**src/verilog/loop_dac_pkg.sv**
```systemverilog
// constants, register map and field layout of the loop converter control block
// assumes a 200 mhz clock and a plain one-cycle register port
// What this block does
// auto readback bit 1 stops the fault word going out on writes
// alarm option 0 (default) forces alarm current on link watchdog timeout
// link timeout always sets link fault bit and fault alert pin
// alarm option 1 leaves loop current programmed after link timeout
// min current bit 1 drives output to minimum; 0 is normal
// monitor input select: loop supply voltage by default, else die temperature
// reference powered by default; power-down bit turns it off
// loop voltage alert bit 1 lets low loop voltage raise alert pin
// low loop voltage always sets its fault status bit
// fault register is read-only and reports detected faults
// monitor converter runs only while enabled; disabled after reset
// watchdog restarts on valid write or no-op; 50 ms to 5 s, 1 s default
// alarm direction follows the alarm direction select pin
// alarm option sits at control bit 10; zero enables forcing
package loop_dac_pkg;
   localparam int ADDR_W = 8;
   localparam int DATA_W = 16;
   // register byte offsets
   localparam logic [7:0] CTRL_OFS = 8'h00;
   localparam logic [7:0] FAULT_OFS = 8'h04;
   localparam logic [7:0] STATUS_OFS = 8'h08;
   localparam logic [7:0] MASK_OFS = 8'h0c;
   // control field positions
   localparam int CTL_TMO_HI = 15;
   localparam int CTL_TMO_LO = 13;
   localparam int CTL_WD_EN = 12;
   localparam int CTL_NO_READBACK = 11;
   localparam int CTL_NO_ALARM = 10;
   localparam int CTL_MIN_CURRENT = 9;
   localparam int CTL_MON_TEMP = 8;
   localparam int CTL_MON_EN = 7;
   localparam int CTL_REF_OFF = 6;
   localparam int CTL_LOOP_ALERT = 5;
   // timeout 1 s, watchdog on, everything else zero
   localparam logic [15:0] CTRL_RESET = 16'h7000;
   localparam logic [15:0] CTRL_WR_MASK = 16'hffe0;
   // fault word bit positions
   localparam int FLT_LINK = 15;
   localparam int FLT_FRAME = 14;
   localparam int FLT_LOOP_LOW = 8;
   // sticky event bits
   localparam int EV_W = 3;
   localparam int EV_LINK = 0;
   localparam int EV_FRAME = 1;
   localparam int EV_LOOP_LOW = 2;
   localparam logic [2:0] EV_RESET = 3'h0;
   // timing
   localparam int CLOCK_PERIOD_PS = 5000;
   localparam int MS_PS = 1000000000;
   localparam int CYCLES_PER_MS = MS_PS / CLOCK_PERIOD_PS;
   localparam int MS_W = 13;

   // watchdog period in ms for the 3-bit select
   function automatic logic [12:0] timeout_ms(input logic [2:0] sel);
      case (sel)
         3'h0: timeout_ms = 13'd50;
         3'h1: timeout_ms = 13'd100;
         3'h2: timeout_ms = 13'd500;
         3'h3: timeout_ms = 13'd1000;
         3'h4: timeout_ms = 13'd2000;
         3'h5: timeout_ms = 13'd3000;
         3'h6: timeout_ms = 13'd4000;
         default: timeout_ms = 13'd5000;
      endcase
   endfunction
endpackage
```
**src/verilog/event_flags.sv**
```systemverilog
// sticky event flags with write-one-to-clear, mask and level interrupt
// assumes set pulses and write strobes share the clock
`timescale 1ns/1ps
module event_flags
   import loop_dac_pkg::*;
#(
   parameter int W = EV_W
) (
   input wire logic clock,
   input wire logic rst,
   input wire logic [W-1:0] set,
   input wire logic clear_wr,
   input wire logic mask_wr,
   input wire logic [W-1:0] wdata,
   output logic [W-1:0] status,
   output logic [W-1:0] mask,
   output logic irq
);
   // set beats clear so an event in the clear cycle survives
   always_ff @(posedge clock or posedge rst) begin
      if (rst) begin
         status <= '0;
      end else begin
         status <= (status & ~(clear_wr ? wdata : '0)) | set;
      end
   end

   always_ff @(posedge clock or posedge rst) begin
      if (rst) begin
         mask <= '0;
      end else if (mask_wr) begin
         mask <= wdata;
      end
   end

   assign irq = |(status & mask);
endmodule

```
**src/verilog/link_watchdog.sv**
```systemverilog
// link watchdog: ms prescaler plus ms counter, one timeout pulse per expiry
// assumes restart is a one-cycle pulse in the clock domain
`timescale 1ns/1ps
module link_watchdog
   import loop_dac_pkg::*;
#(
   parameter int CYCLES_MS = CYCLES_PER_MS
) (
   input wire logic clock,
   input wire logic rst,
   input wire logic enable,
   input wire logic restart,
   input wire logic [2:0] period_sel,
   output logic timeout
);
   logic [31:0] pre_reg;
   logic [MS_W-1:0] ms_reg;
   logic expired_reg;
   logic tick;
   logic [MS_W-1:0] limit;

   assign tick = (pre_reg == 32'(CYCLES_MS - 1));
   assign limit = timeout_ms(period_sel);

   // counting stops after expiry so the fault is reported once
   always_ff @(posedge clock or posedge rst) begin
      if (rst) begin
         pre_reg <= 32'h0;
         ms_reg <= '0;
         expired_reg <= 1'b0;
         timeout <= 1'b0;
      end else begin
         timeout <= 1'b0;
         if (restart || !enable) begin
            pre_reg <= 32'h0;
            ms_reg <= '0;
            expired_reg <= 1'b0;
         end else if (!expired_reg) begin
            pre_reg <= tick ? 32'h0 : pre_reg + 32'h1;
            if (tick) begin
               ms_reg <= ms_reg + 13'h1;
               if (ms_reg + 13'h1 >= limit) begin
                  expired_reg <= 1'b1;
                  timeout <= 1'b1;
               end
            end
         end
      end
   end
endmodule

```
**src/verilog/loop_dac_control.sv**
```systemverilog
// option bits, link watchdog and fault reporting of a loop-powered converter
// assumes a plain register port and comparator/pin levels synchronous to clock
`timescale 1ns/1ps
module loop_dac_control
   import loop_dac_pkg::*;
#(
   parameter int CYCLES_MS = CYCLES_PER_MS
) (
   input wire logic clock,
   input wire logic rst,
   input wire logic [ADDR_W-1:0] addr,
   input wire logic [DATA_W-1:0] wdata,
   input wire logic wr,
   input wire logic rd,
   output logic [DATA_W-1:0] rdata,
   input wire logic nop_cmd,
   input wire logic frame_check_error,
   input wire logic loop_supply_low,
   input wire logic alarm_dir_pin,
   output logic [DATA_W-1:0] fault_word,
   output logic fault_word_valid,
   output logic fault_alert_pin,
   output logic force_alarm,
   output logic alarm_upscale,
   output logic min_current,
   output logic monitor_sel_temp,
   output logic monitor_enable,
   output logic ref_power_down,
   output logic irq
);
   logic [DATA_W-1:0] ctrl_reg;
   logic link_fault_reg;
   logic frame_check_error_flag;
   logic loop_low_fault_reg;
   logic wr_hit;
   logic restart;
   logic link_timeout;
   logic [DATA_W-1:0] fault_now;
   logic [EV_W-1:0] ev_set;
   logic [EV_W-1:0] ev_status;
   logic [EV_W-1:0] ev_mask;
   logic loop_low_dly_reg;

   // a write counts as valid when it hits a mapped register
   function automatic logic mapped(input logic [ADDR_W-1:0] a);
      mapped = (a == CTRL_OFS) || (a == FAULT_OFS) ||
               (a == STATUS_OFS) || (a == MASK_OFS);
   endfunction

   assign wr_hit = wr && mapped(addr);
   assign restart = wr_hit || nop_cmd;

   // control register: fault offset writes fall through untouched
   always_ff @(posedge clock or posedge rst) begin
      if (rst) begin
         ctrl_reg <= CTRL_RESET;
      end else if (wr && addr == CTRL_OFS) begin
         ctrl_reg <= wdata & CTRL_WR_MASK;
      end
   end

   link_watchdog #(
      .CYCLES_MS(CYCLES_MS)
   ) u_watchdog (
      .clock(clock),
      .rst(rst),
      .enable(ctrl_reg[CTL_WD_EN]),
      .restart(restart),
      .period_sel(ctrl_reg[CTL_TMO_HI:CTL_TMO_LO]),
      .timeout(link_timeout)
   );

   // link fault holds until the host talks again; set beats clear
   always_ff @(posedge clock or posedge rst) begin
      if (rst) begin
         link_fault_reg <= 1'b0;
      end else if (link_timeout) begin
         link_fault_reg <= 1'b1;
      end else if (restart) begin
         link_fault_reg <= 1'b0;
      end
   end

   // frame check error stays until the next clean mapped write
   always_ff @(posedge clock or posedge rst) begin
      if (rst) begin
         frame_check_error_flag <= 1'b0;
      end else if (frame_check_error) begin
         frame_check_error_flag <= 1'b1;
      end else if (wr_hit) begin
         frame_check_error_flag <= 1'b0;
      end
   end

   // low loop voltage bit tracks the comparator regardless of alert option
   always_ff @(posedge clock or posedge rst) begin
      if (rst) begin
         loop_low_fault_reg <= 1'b0;
         loop_low_dly_reg <= 1'b0;
      end else begin
         loop_low_fault_reg <= loop_supply_low;
         loop_low_dly_reg <= loop_low_fault_reg;
      end
   end

   // fault word assembled from detected conditions only
   always_comb begin
      fault_now = '0;
      fault_now[FLT_LINK] = link_fault_reg;
      fault_now[FLT_FRAME] = frame_check_error_flag;
      fault_now[FLT_LOOP_LOW] = loop_low_fault_reg;
   end

   // automatic readback: a write or no-op shifts the fault word out
   always_ff @(posedge clock or posedge rst) begin
      if (rst) begin
         fault_word <= '0;
         fault_word_valid <= 1'b0;
      end else begin
         fault_word_valid <= 1'b0;
         if ((wr || nop_cmd) && !ctrl_reg[CTL_NO_READBACK]) begin
            fault_word <= fault_now;
            fault_word_valid <= 1'b1;
         end
      end
   end

   // analog steering outputs, registered to keep them glitch free
   always_ff @(posedge clock or posedge rst) begin
      if (rst) begin
         force_alarm <= 1'b0;
         alarm_upscale <= 1'b0;
         min_current <= 1'b0;
         monitor_sel_temp <= 1'b0;
         monitor_enable <= 1'b0;
         ref_power_down <= 1'b0;
      end else begin
         force_alarm <= link_fault_reg && !ctrl_reg[CTL_NO_ALARM];
         alarm_upscale <= alarm_dir_pin;
         min_current <= ctrl_reg[CTL_MIN_CURRENT];
         monitor_sel_temp <= ctrl_reg[CTL_MON_TEMP];
         monitor_enable <= ctrl_reg[CTL_MON_EN];
         ref_power_down <= ctrl_reg[CTL_REF_OFF];
      end
   end

   // alert pin: link and frame faults always, low loop only when allowed
   always_ff @(posedge clock or posedge rst) begin
      if (rst) begin
         fault_alert_pin <= 1'b0;
      end else begin
         fault_alert_pin <= link_fault_reg || frame_check_error_flag ||
            (loop_low_fault_reg && ctrl_reg[CTL_LOOP_ALERT]);
      end
   end

   // link and frame events take their input pulses; low loop fires on its rising edge
   always_comb begin
      ev_set = '0;
      ev_set[EV_LINK] = link_timeout;
      ev_set[EV_FRAME] = frame_check_error;
      ev_set[EV_LOOP_LOW] = loop_low_fault_reg && !loop_low_dly_reg;
   end

   event_flags #(
      .W(EV_W)
   ) u_flags (
      .clock(clock),
      .rst(rst),
      .set(ev_set),
      .clear_wr(wr && addr == STATUS_OFS),
      .mask_wr(wr && addr == MASK_OFS),
      .wdata(wdata[EV_W-1:0]),
      .status(ev_status),
      .mask(ev_mask),
      .irq(irq)
   );

   // read data one cycle after the strobe; unmapped reads give zero
   always_ff @(posedge clock or posedge rst) begin
      if (rst) begin
         rdata <= '0;
      end else if (rd) begin
         case (addr)
            CTRL_OFS: rdata <= ctrl_reg;
            FAULT_OFS: rdata <= fault_now;
            STATUS_OFS: rdata <= {13'h0, ev_status};
            MASK_OFS: rdata <= {13'h0, ev_mask};
            default: rdata <= '0;
         endcase
      end else begin
         rdata <= '0;
      end
   end
endmodule

```
**config.mk**
```make
export PLATFORM = sky130hd
export DESIGN_NAME = loop_dac_control
export DESIGN_NICKNAME = d
export VERILOG_FILES = /design/src/verilog/loop_dac_pkg.sv /design/src/verilog/event_flags.sv /design/src/verilog/link_watchdog.sv /design/src/verilog/loop_dac_control.sv
export SDC_FILE = /design/constraint.sdc
export NUM_CORES = 1
export LEC_CHECK = 0
export BUFFER_PORTS_ARGS = -buffer_cell sky130_fd_sc_hd__buf_2
export CORE_UTILIZATION = 55
export DETAILED_ROUTE_END_ITERATION = 8
export GPL_TIMING_DRIVEN = 1
export PLACE_DENSITY_LB_ADDON = 0.1
export RECOVER_POWER = 25
export SYNTH_ARGS = -nofsm -noshare
export SYNTH_HDL_FRONTEND = slang
export SYNTH_HIERARCHICAL = 1
export SYNTH_SLANG_ARGS = --single-unit
export TNS_END_PERCENT = 1
```
**constraint.sdc**
```tcl
create_clock -name clock -period 3.47 [get_ports clock]
set_input_delay 0.694 -clock clock [delete_from_list [all_inputs] [get_ports clock]]
set_output_delay 0.694 -clock clock [all_outputs]
set_load 0.005 [all_outputs]
```
==> flow_metrics.tcl, run 1 <==
set metrics [dict create \
    status "finished, violations left" \
    violations "max-capacitance violations, max-slew violations" \
    ctsResizeCount 0 \
    grt_pass1_vias 3264 \
    slew_violations 48 \
    crit_buf_inv 0 \
    vdd_ir_drop_max_mv 0.205 \
    swShare_pct 25.7 \
    cp.arrival_ns 3.22 \
    critical_path.most_common_cell "and3_1" \
    p_int_mw 1.42 \
    final_cell_area_um2 5240 \
    overflow 0 \
    hold_violations 0 \
    wl_per_cell_um 14.9 \
    hpwlAfterDp_um 6820 \
    multi_input_area_um2 2210 \
    critical_path.top_delay_family "compound AO/OA/AOI/OAI gates" \
    clk_latency_ns 0.37 \
    postLayoutCoreUtil_pct 63.1 \
    syn_area_per_cell_um2 10.6 \
    final.setup_skew_ns 0.0133 \
    cts_tree "done" \
    synth_edf_count 0 \
    worst_pin_slew_ns 1.77 \
    reg2reg_depth 11 \
    clockBufferDepth 2 \
    final_nets 550 \
    place.gp.congestion 0.843 \
    p_switching_uw 492 \
    wirelength_um 9140 \
    htreeDepth 3 \
    viasPerCell 5.44 \
    largest_reg_flops 32 \
    cts_hold_buf 0 \
    yosysUniqueCellTypes 57 \
    antenna_found_initial 0 \
    cp_slowest_cell "dfrtp_1" \
    critical_path_depth 11 \
    io_pins 73 \
    ff_latch_area_um2 2330 \
    drv_cap 1 \
    crit_chain "and3_1 > and3_1 > nand3_1 > xnor2_1 > ha_1 > a21oi_1 > a21boi_0 > a2111oi_0 > o21ai_0 > a221oi_1 > o31ai_1" \
    final_common_cell "dfrtp_1" \
    clock_power_share_pct 36.5 \
    drive_gt1_share_pct 21.2 \
    power.density_nw_per_um2 366 \
    cp_max_fo 5 \
    critical_path.startpoint "u_watchdog/ms_reg[2]" \
    slew_headroom_pct -18.1 \
    start_kind "register" \
    p_comb_share_pct 5.5 \
    ys_ff_latch 93 \
    layout_min_cycle_time_ns 2.97 \
    syn-cell-area_um2 4760 \
    first_iter_violations 118 \
    die_h_um 95.0 \
    netlist_instances 448 \
    nFillCells 708 \
    vias 3348 \
    area_delta_synth_final_pct 10.2 \
    ff2ff_setup_slack_ns 0.50 \
    drtAntennaViolNets 0 \
    rsz0062_at_grt "no" \
    port_buffers 55 \
    numCtsBuffers 9 \
    clk_pin_slew_worst_paths_ns 0.10 \
    r2r-end "u_watchdog/expired_reg" \
    post-cts-setup-buffer-count 0 \
    fmax_mhz 337 \
    end_kind "register" \
    n_antenna_cell 0 \
    drt_pre_antenna_iters 4 \
    drcViolationCount 0 \
    grt_max_degree 48 \
    r2r-start "u_watchdog/ms_reg[2]" \
    grt_pass1_wl_um 15500 \
    critPathKind "register to register" \
    row_count 33 \
    cts_root_buf "clkbuf_8" \
    ys_async_sr_fraction_pct 100 \
    post_dp_cell_area_um2 5070 \
    start_util_pct 57.3 \
    hold_path.class "primary input to async pin" \
    cp.required_ns 3.72 \
    critPathMaxStageDelay_ns 0.43 \
    ys.flop_type "dfrtp_1" \
    finalSetupViolations 0 \
    fin_crit_sh_pct 85.6 \
    synth.yosys.seq_area_share_pct 49.0 \
    grtUsageTotal_pct 22.8 \
    final_cell_mix "dfrtp_1 (90), buf_2 (53), nor2_1 (46), nand2_1 (35), xor2_1 (26)" \
    p_leak_nw 2.50 \
    yosysWarningCount 6 \
    core-area_um2 8300 \
    die_x_um 95.0 \
    fp.dieArea_um2 9020 \
    setup_total_negative_slack_ns 0 \
    cts_sinks 93 \
    p_seq_share_pct 58.0 \
]
[metal layers]
metal / track usage (%) / up-vias / routed length (um)
met1: 32.0 / 1604 / 4350
met2: 35.4 / 69 / 4210
li1: - / 1665 / -
met5: 0 / - / 0
met4: 7.83 / 0 / 123
met3: 4.11 / 10 / 456
[cell usage after synthesis, types with 3 or more instances]
master	count	area, um2
nor4_4	3	63.8
a21oi_1	9	45.0
buf_4	16	120
nand2_1	35	131
a32o_1	6	60.1
buf_2	5	25.0
nor4_1	9	56.3
ha_1	13	163
and4_1	4	35.0
inv_1	17	63.8
dfrtp_1	90	2250
clkbuf_1	5	18.8
mux2_2	8	90.1
nor2_1	46	173
nand4_1	14	87.6
or3_1	6	37.5
xor2_1	26	228
and2_1	10	62.6
nand2b_1	4	25.0
nand3_1	23	115
dfstp_2	3	78.8
o21ai_0	5	25.0
mux2_4	10	150
xnor2_1	12	105
nor2b_1	3	18.8
mux2i_1	6	60.1
nor3_1	6	30.0
o21ai_1	6	30.0
and3_1	8	50.1
a21o_1	6	45.0
[worst max path at each step]
stage	slack [ns]	to
after floorplan	0.89	u_watchdog/expired_reg
after global placement	0.55	u_watchdog/pre_reg[16]
after detailed placement	0.51	u_watchdog/pre_reg[16]
after CTS	0.48	u_watchdog/expired_reg
after global routing	0.14	u_watchdog/expired_reg
final	0.50	u_watchdog/expired_reg
[kinds of logic (layout without fill, tap and decap cells)]
logic type	count (synthesis)	count (layout)	share of synthesized area (%)
multiplexers	24	24	6.31
other	1	15	0.0789
buffers and inverters	45	93	5.26
AO/OA/AOI/OAI	50	50	7.39
adder cells (fa/ha/maj)	13	13	3.42
AND/OR/NAND/NOR	184	184	21.5
XOR/XNOR	38	38	7.00
flip-flops	93	93	49.0
[area by class of cell]
cell class | instances | share of cell area [%]
Sequential cell | 93 | 44.5
Multi-Input combinational cell | 324 | 42.2
Timing Repair Buffer | 60 | 5.92
Tap cell | 105 | 2.51
Clock buffer | 9 | 2.36
Clock inverter | 7 | 1.27
Inverter | 17 | 1.22
[per-stage QoR]
| step | total power, mW | std cells | setup slack (ns) | hold slack, ns |
|---|---|---|---|---|
| floorplan | 1.21 | 462 | 0.885 | 0.361 |
| global placement | 1.24 | 599 | 0.551 | 0.368 |
| detailed placement | 1.24 | 599 | 0.508 | 0.377 |
| CTS | 1.94 | 615 | 0.478 | 0.259 |
| global route | 2.01 | 615 | 0.142 | 0.271 |
| finish | 1.91 | 615 | 0.501 | 0.243 |
[power groups by stage]
stage          registers [mW]  clock network, mW  logic (mW)
2_1_floorplan            1.13                  0      0.0832
3_3_place_gp             1.13                  0       0.107
3_5_place_dp             1.13                  0       0.110
4_1_cts                  1.11              0.720       0.111
5_1_grt                  1.11              0.769       0.123
6_report                 1.11              0.698       0.105
Power figures use the tool's default switching activity.
==> run 2, diff against run 1 <==
--- a/config.mk
+++ b/config.mk
@@ -6,11 +6,13 @@
 export NUM_CORES = 1
 export LEC_CHECK = 0
 export BUFFER_PORTS_ARGS = -buffer_cell sky130_fd_sc_hd__buf_2
-export CORE_UTILIZATION = 55
+export CORE_ASPECT_RATIO = 1.1
+export CORE_UTILIZATION = 57
 export DETAILED_ROUTE_END_ITERATION = 8
 export GPL_TIMING_DRIVEN = 1
 export PLACE_DENSITY_LB_ADDON = 0.1
 export RECOVER_POWER = 25
+export REMOVE_ABC_BUFFERS = 1
 export SYNTH_ARGS = -nofsm -noshare
 export SYNTH_HDL_FRONTEND = slang
 export SYNTH_HIERARCHICAL = 1
==> flow_metrics.tcl, run 2 (synthesis results as in run 1) <==
set metrics [dict create \
    status "finished, violations left" \
    violations "max-capacitance violations, max-slew violations" \
    final.setup_skew_ns 0.00884 \
    finalNonFillerCells 618 \
    clockBufferDepth 2 \
    vias 3385 \
    hold_violations 0 \
    drt_pre_antenna_iters 4 \
    largest_reg_flops 32 \
    grt_max_degree 48 \
    wl_met1_um 4420 \
    hpwlAfterDp_um 6660 \
    post-cts-setup-buffer-count 0 \
    area_delta_synth_final_pct 10.5 \
    fin_worst_hold_slack_ns 0.255 \
    finalSetupViolations 0 \
    place.gp.congestion 0.890 \
    hold_path.class "primary input to async pin" \
    critical_path.most_common_cell "and3_1" \
    grtUsageTotal_pct 23.4 \
    io_pins 73 \
    cp.arrival_ns 3.21 \
    numCtsBuffers 9 \
    final_common_cell "dfrtp_1" \
    slew_violations 41 \
    ctsResizeCount 0 \
    drive_gt1_share_pct 21.6 \
    layout_min_cycle_time_ns 2.99 \
    drv_cap 1 \
    start_util_pct 59.5 \
    critPathMaxStageDelay_ns 0.44 \
    power.density_nw_per_um2 364 \
    cp_max_fo 5 \
    reg2reg_depth 11 \
    cp.required_ns 3.70 \
    met2_wirelength_um 4380 \
    cts_root_buf "clkbuf_8" \
    row_count 34 \
    wl_per_cell_um 14.9 \
    antenna_found_initial 0 \
    place_inst 602 \
    fmax_mhz 335 \
    first_iter_violations 150 \
    end_kind "register" \
    cts_sinks 93 \
    wl_met3_um 338 \
    critPathKind "register to register" \
    n_antenna_cell 0 \
    port_buffers 55 \
    cp_slowest_cell "dfrtp_1" \
    core-area_um2 8000 \
    htreeDepth 3 \
    fp.dieArea_um2 8710 \
    fin_crit_sh_pct 86.1 \
    viasPerCell 5.48 \
    start_kind "register" \
    power_mw 1.91 \
    final_cell_mix "dfrtp_1 (90), buf_2 (54), nor2_1 (46), nand2_1 (35), xor2_1 (26)" \
    slew_headroom_pct -36.5 \
    worst_pin_slew_ns 2.05 \
    die_x_um 89.1 \
    cts_hold_buf 0 \
    grt_pass1_wl_um 16000 \
    p_leak_nw 2.50 \
    cts_tree "done" \
    grt_pass1_vias 3328 \
    vdd_ir_drop_max_mv 0.184 \
    clk_pin_slew_worst_paths_ns 0.10 \
    die_h_um 97.8 \
    rsz0062_at_grt "no" \
    final_nets 550 \
    overflow 0 \
    drcViolationCount 0 \
    setup_total_negative_slack_ns 0 \
    wirelength_um 9190 \
    clk_latency_ns 0.35 \
    drtAntennaViolNets 0 \
    crit_chain "and3_1 > and3_1 > nand3_1 > xnor2_1 > ha_1 > a21oi_1 > a21boi_0 > a2111oi_0 > o21ai_0 > a221oi_1 > o31ai_1" \
    routed.top_layer "met4" \
]
-- run 2: cell types whose count changed in the layout (fill, tap and decap cells not counted), sizes merged --
cell and change:
clkinv +1, inv -1
-- run 2: cell type report --
cell class | instances | area (um2)
repair buffers | 60 | 308
well taps | 108 | 135
flip-flops and latches | 93 | 2330
clock buffers | 9 | 124
clock inverters | 7 | 66.3
multi-input cells | 324 | 2230
fillers | 696 | 2740
inverters | 17 | 63.8
-- run 2: final timing paths --
| check | start | slack, ns | to |
|---|---|---|---|
| max in group asynchronous | rst | 1.21 | force_alarm |
| hold / removal | rst | 0.26 | u_flags/status[2] |
| min in group clock | ctrl_reg[7] | 0.40 | monitor_enable |
| setup reg to reg | u_watchdog/ms_reg[2] | 0.48 | u_watchdog/expired_reg |
| setup / recovery | u_watchdog/ms_reg[2] | 0.48 | u_watchdog/expired_reg |
| hold reg to reg | ctrl_reg[7] | 0.40 | monitor_enable |
-- run 2: power breakdown --
part | total [mW] | switching [mW] | internal, mW
clock | 0.692 | 0.412 | 0.280
combinational | 0.108 | 0.0635 | 0.0442
sequential | 1.11 | 0.0126 | 1.10
total | 1.91 | 0.488 | 1.42
-- run 2: critical path: cells and delay by family, from the launching register on --
family,cells,cell delay [ns]
and+or+nand+nor,3,0.58
AOI/OAI and AO/OA,6,1.29
adders and majority gates,1,0.30
xor gates and xnor gates,1,0.24
DFF,1,0.44
-- run 2: metal layers --
layer  up-vias  GRT usage (%)
met5         -              0
met1      1645           33.8
met4         0           7.33
met3         4           3.55
met2        77           36.4
li1       1659              -
-- run 2: per-stage QoR --
step                utilization, %  area, um2  setup slack (ns)
floorplan                        -       4620             0.889
global placement              63.4       5070             0.607
detailed placement            63.4       5070             0.555
CTS                           65.8       5260             0.518
global route                  65.7       5260             0.186
finish                        65.7       5260             0.484
==> run 3, diff against run 2 <==
--- a/config.mk
+++ b/config.mk
@@ -12,7 +12,6 @@
 export GPL_TIMING_DRIVEN = 1
 export PLACE_DENSITY_LB_ADDON = 0.1
 export RECOVER_POWER = 25
-export REMOVE_ABC_BUFFERS = 1
 export SYNTH_ARGS = -nofsm -noshare
 export SYNTH_HDL_FRONTEND = slang
 export SYNTH_HIERARCHICAL = 1
==> flow_metrics.tcl, run 3 (synthesis results as in run 1) <==
set metrics [dict create \
    fmax_mhz 330 \
    grt_max_degree 48 \
    largest_reg_flops 32 \
    core-area_um2 8000 \
    hpwlAfterDp_um 6870 \
    first_iter_violations 122 \
    place_inst 601 \
    final.setup_skew_ns 0.0132 \
    ctsResizeCount 0 \
    row_count 34 \
    die_h_um 97.8 \
    layout_min_cycle_time_ns 3.03 \
    final_cell_mix "dfrtp_1 (90), buf_2 (53), nor2_1 (46), nand2_1 (35), xor2_1 (26)" \
    cp.required_ns 3.70 \
    grtUsageTotal_pct 23.3 \
    final_nets 549 \
    worst_pin_slew_ns 1.54 \
    cts_hold_buf 0 \
    final_cell_area_um2 5250 \
    grt_pass1_vias 3266 \
    power.density_nw_per_um2 366 \
    violations "max-capacitance violations, max-slew violations" \
    area_delta_synth_final_pct 10.3 \
    start_kind "register" \
    hold_path.class "primary input to async pin" \
    power_mw 1.92 \
    finalNonFillerCells 617 \
    grt_pass1_wl_um 15600 \
    port_buffers 55 \
    final_common_cell "dfrtp_1" \
    n_antenna_cell 0 \
    drive_gt1_share_pct 21.2 \
    rsz0062_at_grt "no" \
    drt_pre_antenna_iters 4 \
    finalSetupViolations 0 \
    cp_max_fo 5 \
    clockBufferDepth 2 \
    setup_total_negative_slack_ns 0 \
    wl_per_cell_um 15.2 \
    cts_root_buf "clkbuf_8" \
    end_kind "register" \
    critPathKind "register to register" \
    cts_sinks 93 \
    vias 3418 \
    htreeDepth 3 \
    viasPerCell 5.54 \
    fp.dieArea_um2 8710 \
    p_leak_nw 2.49 \
    cp.arrival_ns 3.26 \
    slew_violations 31 \
    hold_violations 0 \
    fin_crit_sh_pct 87.3 \
    clk_latency_ns 0.37 \
    drv_cap 1 \
    wirelength_um 9400 \
    numCtsBuffers 9 \
    status "finished, violations left" \
    slew_headroom_pct -2.35 \
    drcViolationCount 0 \
    post_dp_cell_area_um2 5060 \
    place.gp.congestion 0.841 \
    antenna_found_initial 0 \
    cts_tree "done" \
    start_util_pct 59.5 \
    preCtsSetupSlack_ns 0.377 \
    overflow 0 \
    post-cts-setup-buffer-count 0 \
    vdd_ir_drop_max_mv 0.221 \
    drtAntennaViolNets 0 \
    die_x_um 89.1 \
    layout_setup_ws_ns 0.441 \
    clk_pin_slew_worst_paths_ns 0.10 \
    io_pins 73 \
    nFillCells 682 \
]
run 3: cell types whose count changed in the layout (fill, tap and decap cells not counted), sizes merged:
cell,change
clkinvlp,+1
clkbuf,+1
clkinv,-1
buf,-2
run 3: worst paths after layout:
kind,from,to,slack [ns],cells past startpoint
setup / recovery,u_watchdog/ms_reg[2],u_watchdog/expired_reg,0.44,11
hold / removal,rst,u_flags/mask[0],0.25,2
setup reg to reg,u_watchdog/ms_reg[2],u_watchdog/expired_reg,0.44,11
hold reg to reg,ctrl_reg[7],monitor_enable,0.40,0
max in group asynchronous,rst,ctrl_reg[7],1.39,3
min in group clock,ctrl_reg[7],monitor_enable,0.40,0
run 3: layout make-up:
type	count	area, um2	share of cell area, %
Timing Repair Buffer	59	299	5.70
Sequential cell	93	2330	44.4
Multi-Input combinational cell	324	2230	42.5
Tap cell	108	135	2.58
Clock buffer	9	124	2.36
Inverter	17	63.8	1.22
Clock inverter	7	65.1	1.24
run 3: metrics by stage:
stage / hold slack (ns) / util [%]
2_1_floorplan: 0.361 / -
3_3_place_gp: 0.368 / 63.3
3_5_place_dp: 0.390 / 63.3
4_1_cts: 0.256 / 65.7
5_1_grt: 0.278 / 65.6
6_report: 0.251 / 65.6
run 3: layer usage:
layer | vias to the layer above | global-route usage, % | share of wire (%)
li1 | 1654 | - | -
met3 | 5 | 3.63 | 2.8
met5 | - | 0 | 0
met1 | 1704 | 33.0 | 47
met4 | 0 | 6.96 | 0.93
met2 | 55 | 36.8 | 50
run 3: where the power goes:
group / internal (mW) / total (mW) / switching (mW) / leakage [nW]
clock: 0.278 / 0.703 / 0.424 / 0.0943
combinational: 0.0438 / 0.107 / 0.0636 / 1.15
sequential: 1.10 / 1.11 / 0.0126 / 1.25
total: 1.42 / 1.92 / 0.501 / 2.49
run 3: worst max-delay path, cell delays in order, from the launching register on:
cell       delay [ns]
dfrtp_1          0.45
and3_1           0.23
and3_1           0.25
nand3_1          0.12
xnor2_1          0.24
ha_1             0.30
a21oi_1          0.15
a21boi_0         0.10
a2111oi_0        0.32
o21ai_0          0.17
a221oi_1         0.43
o31ai_1          0.13
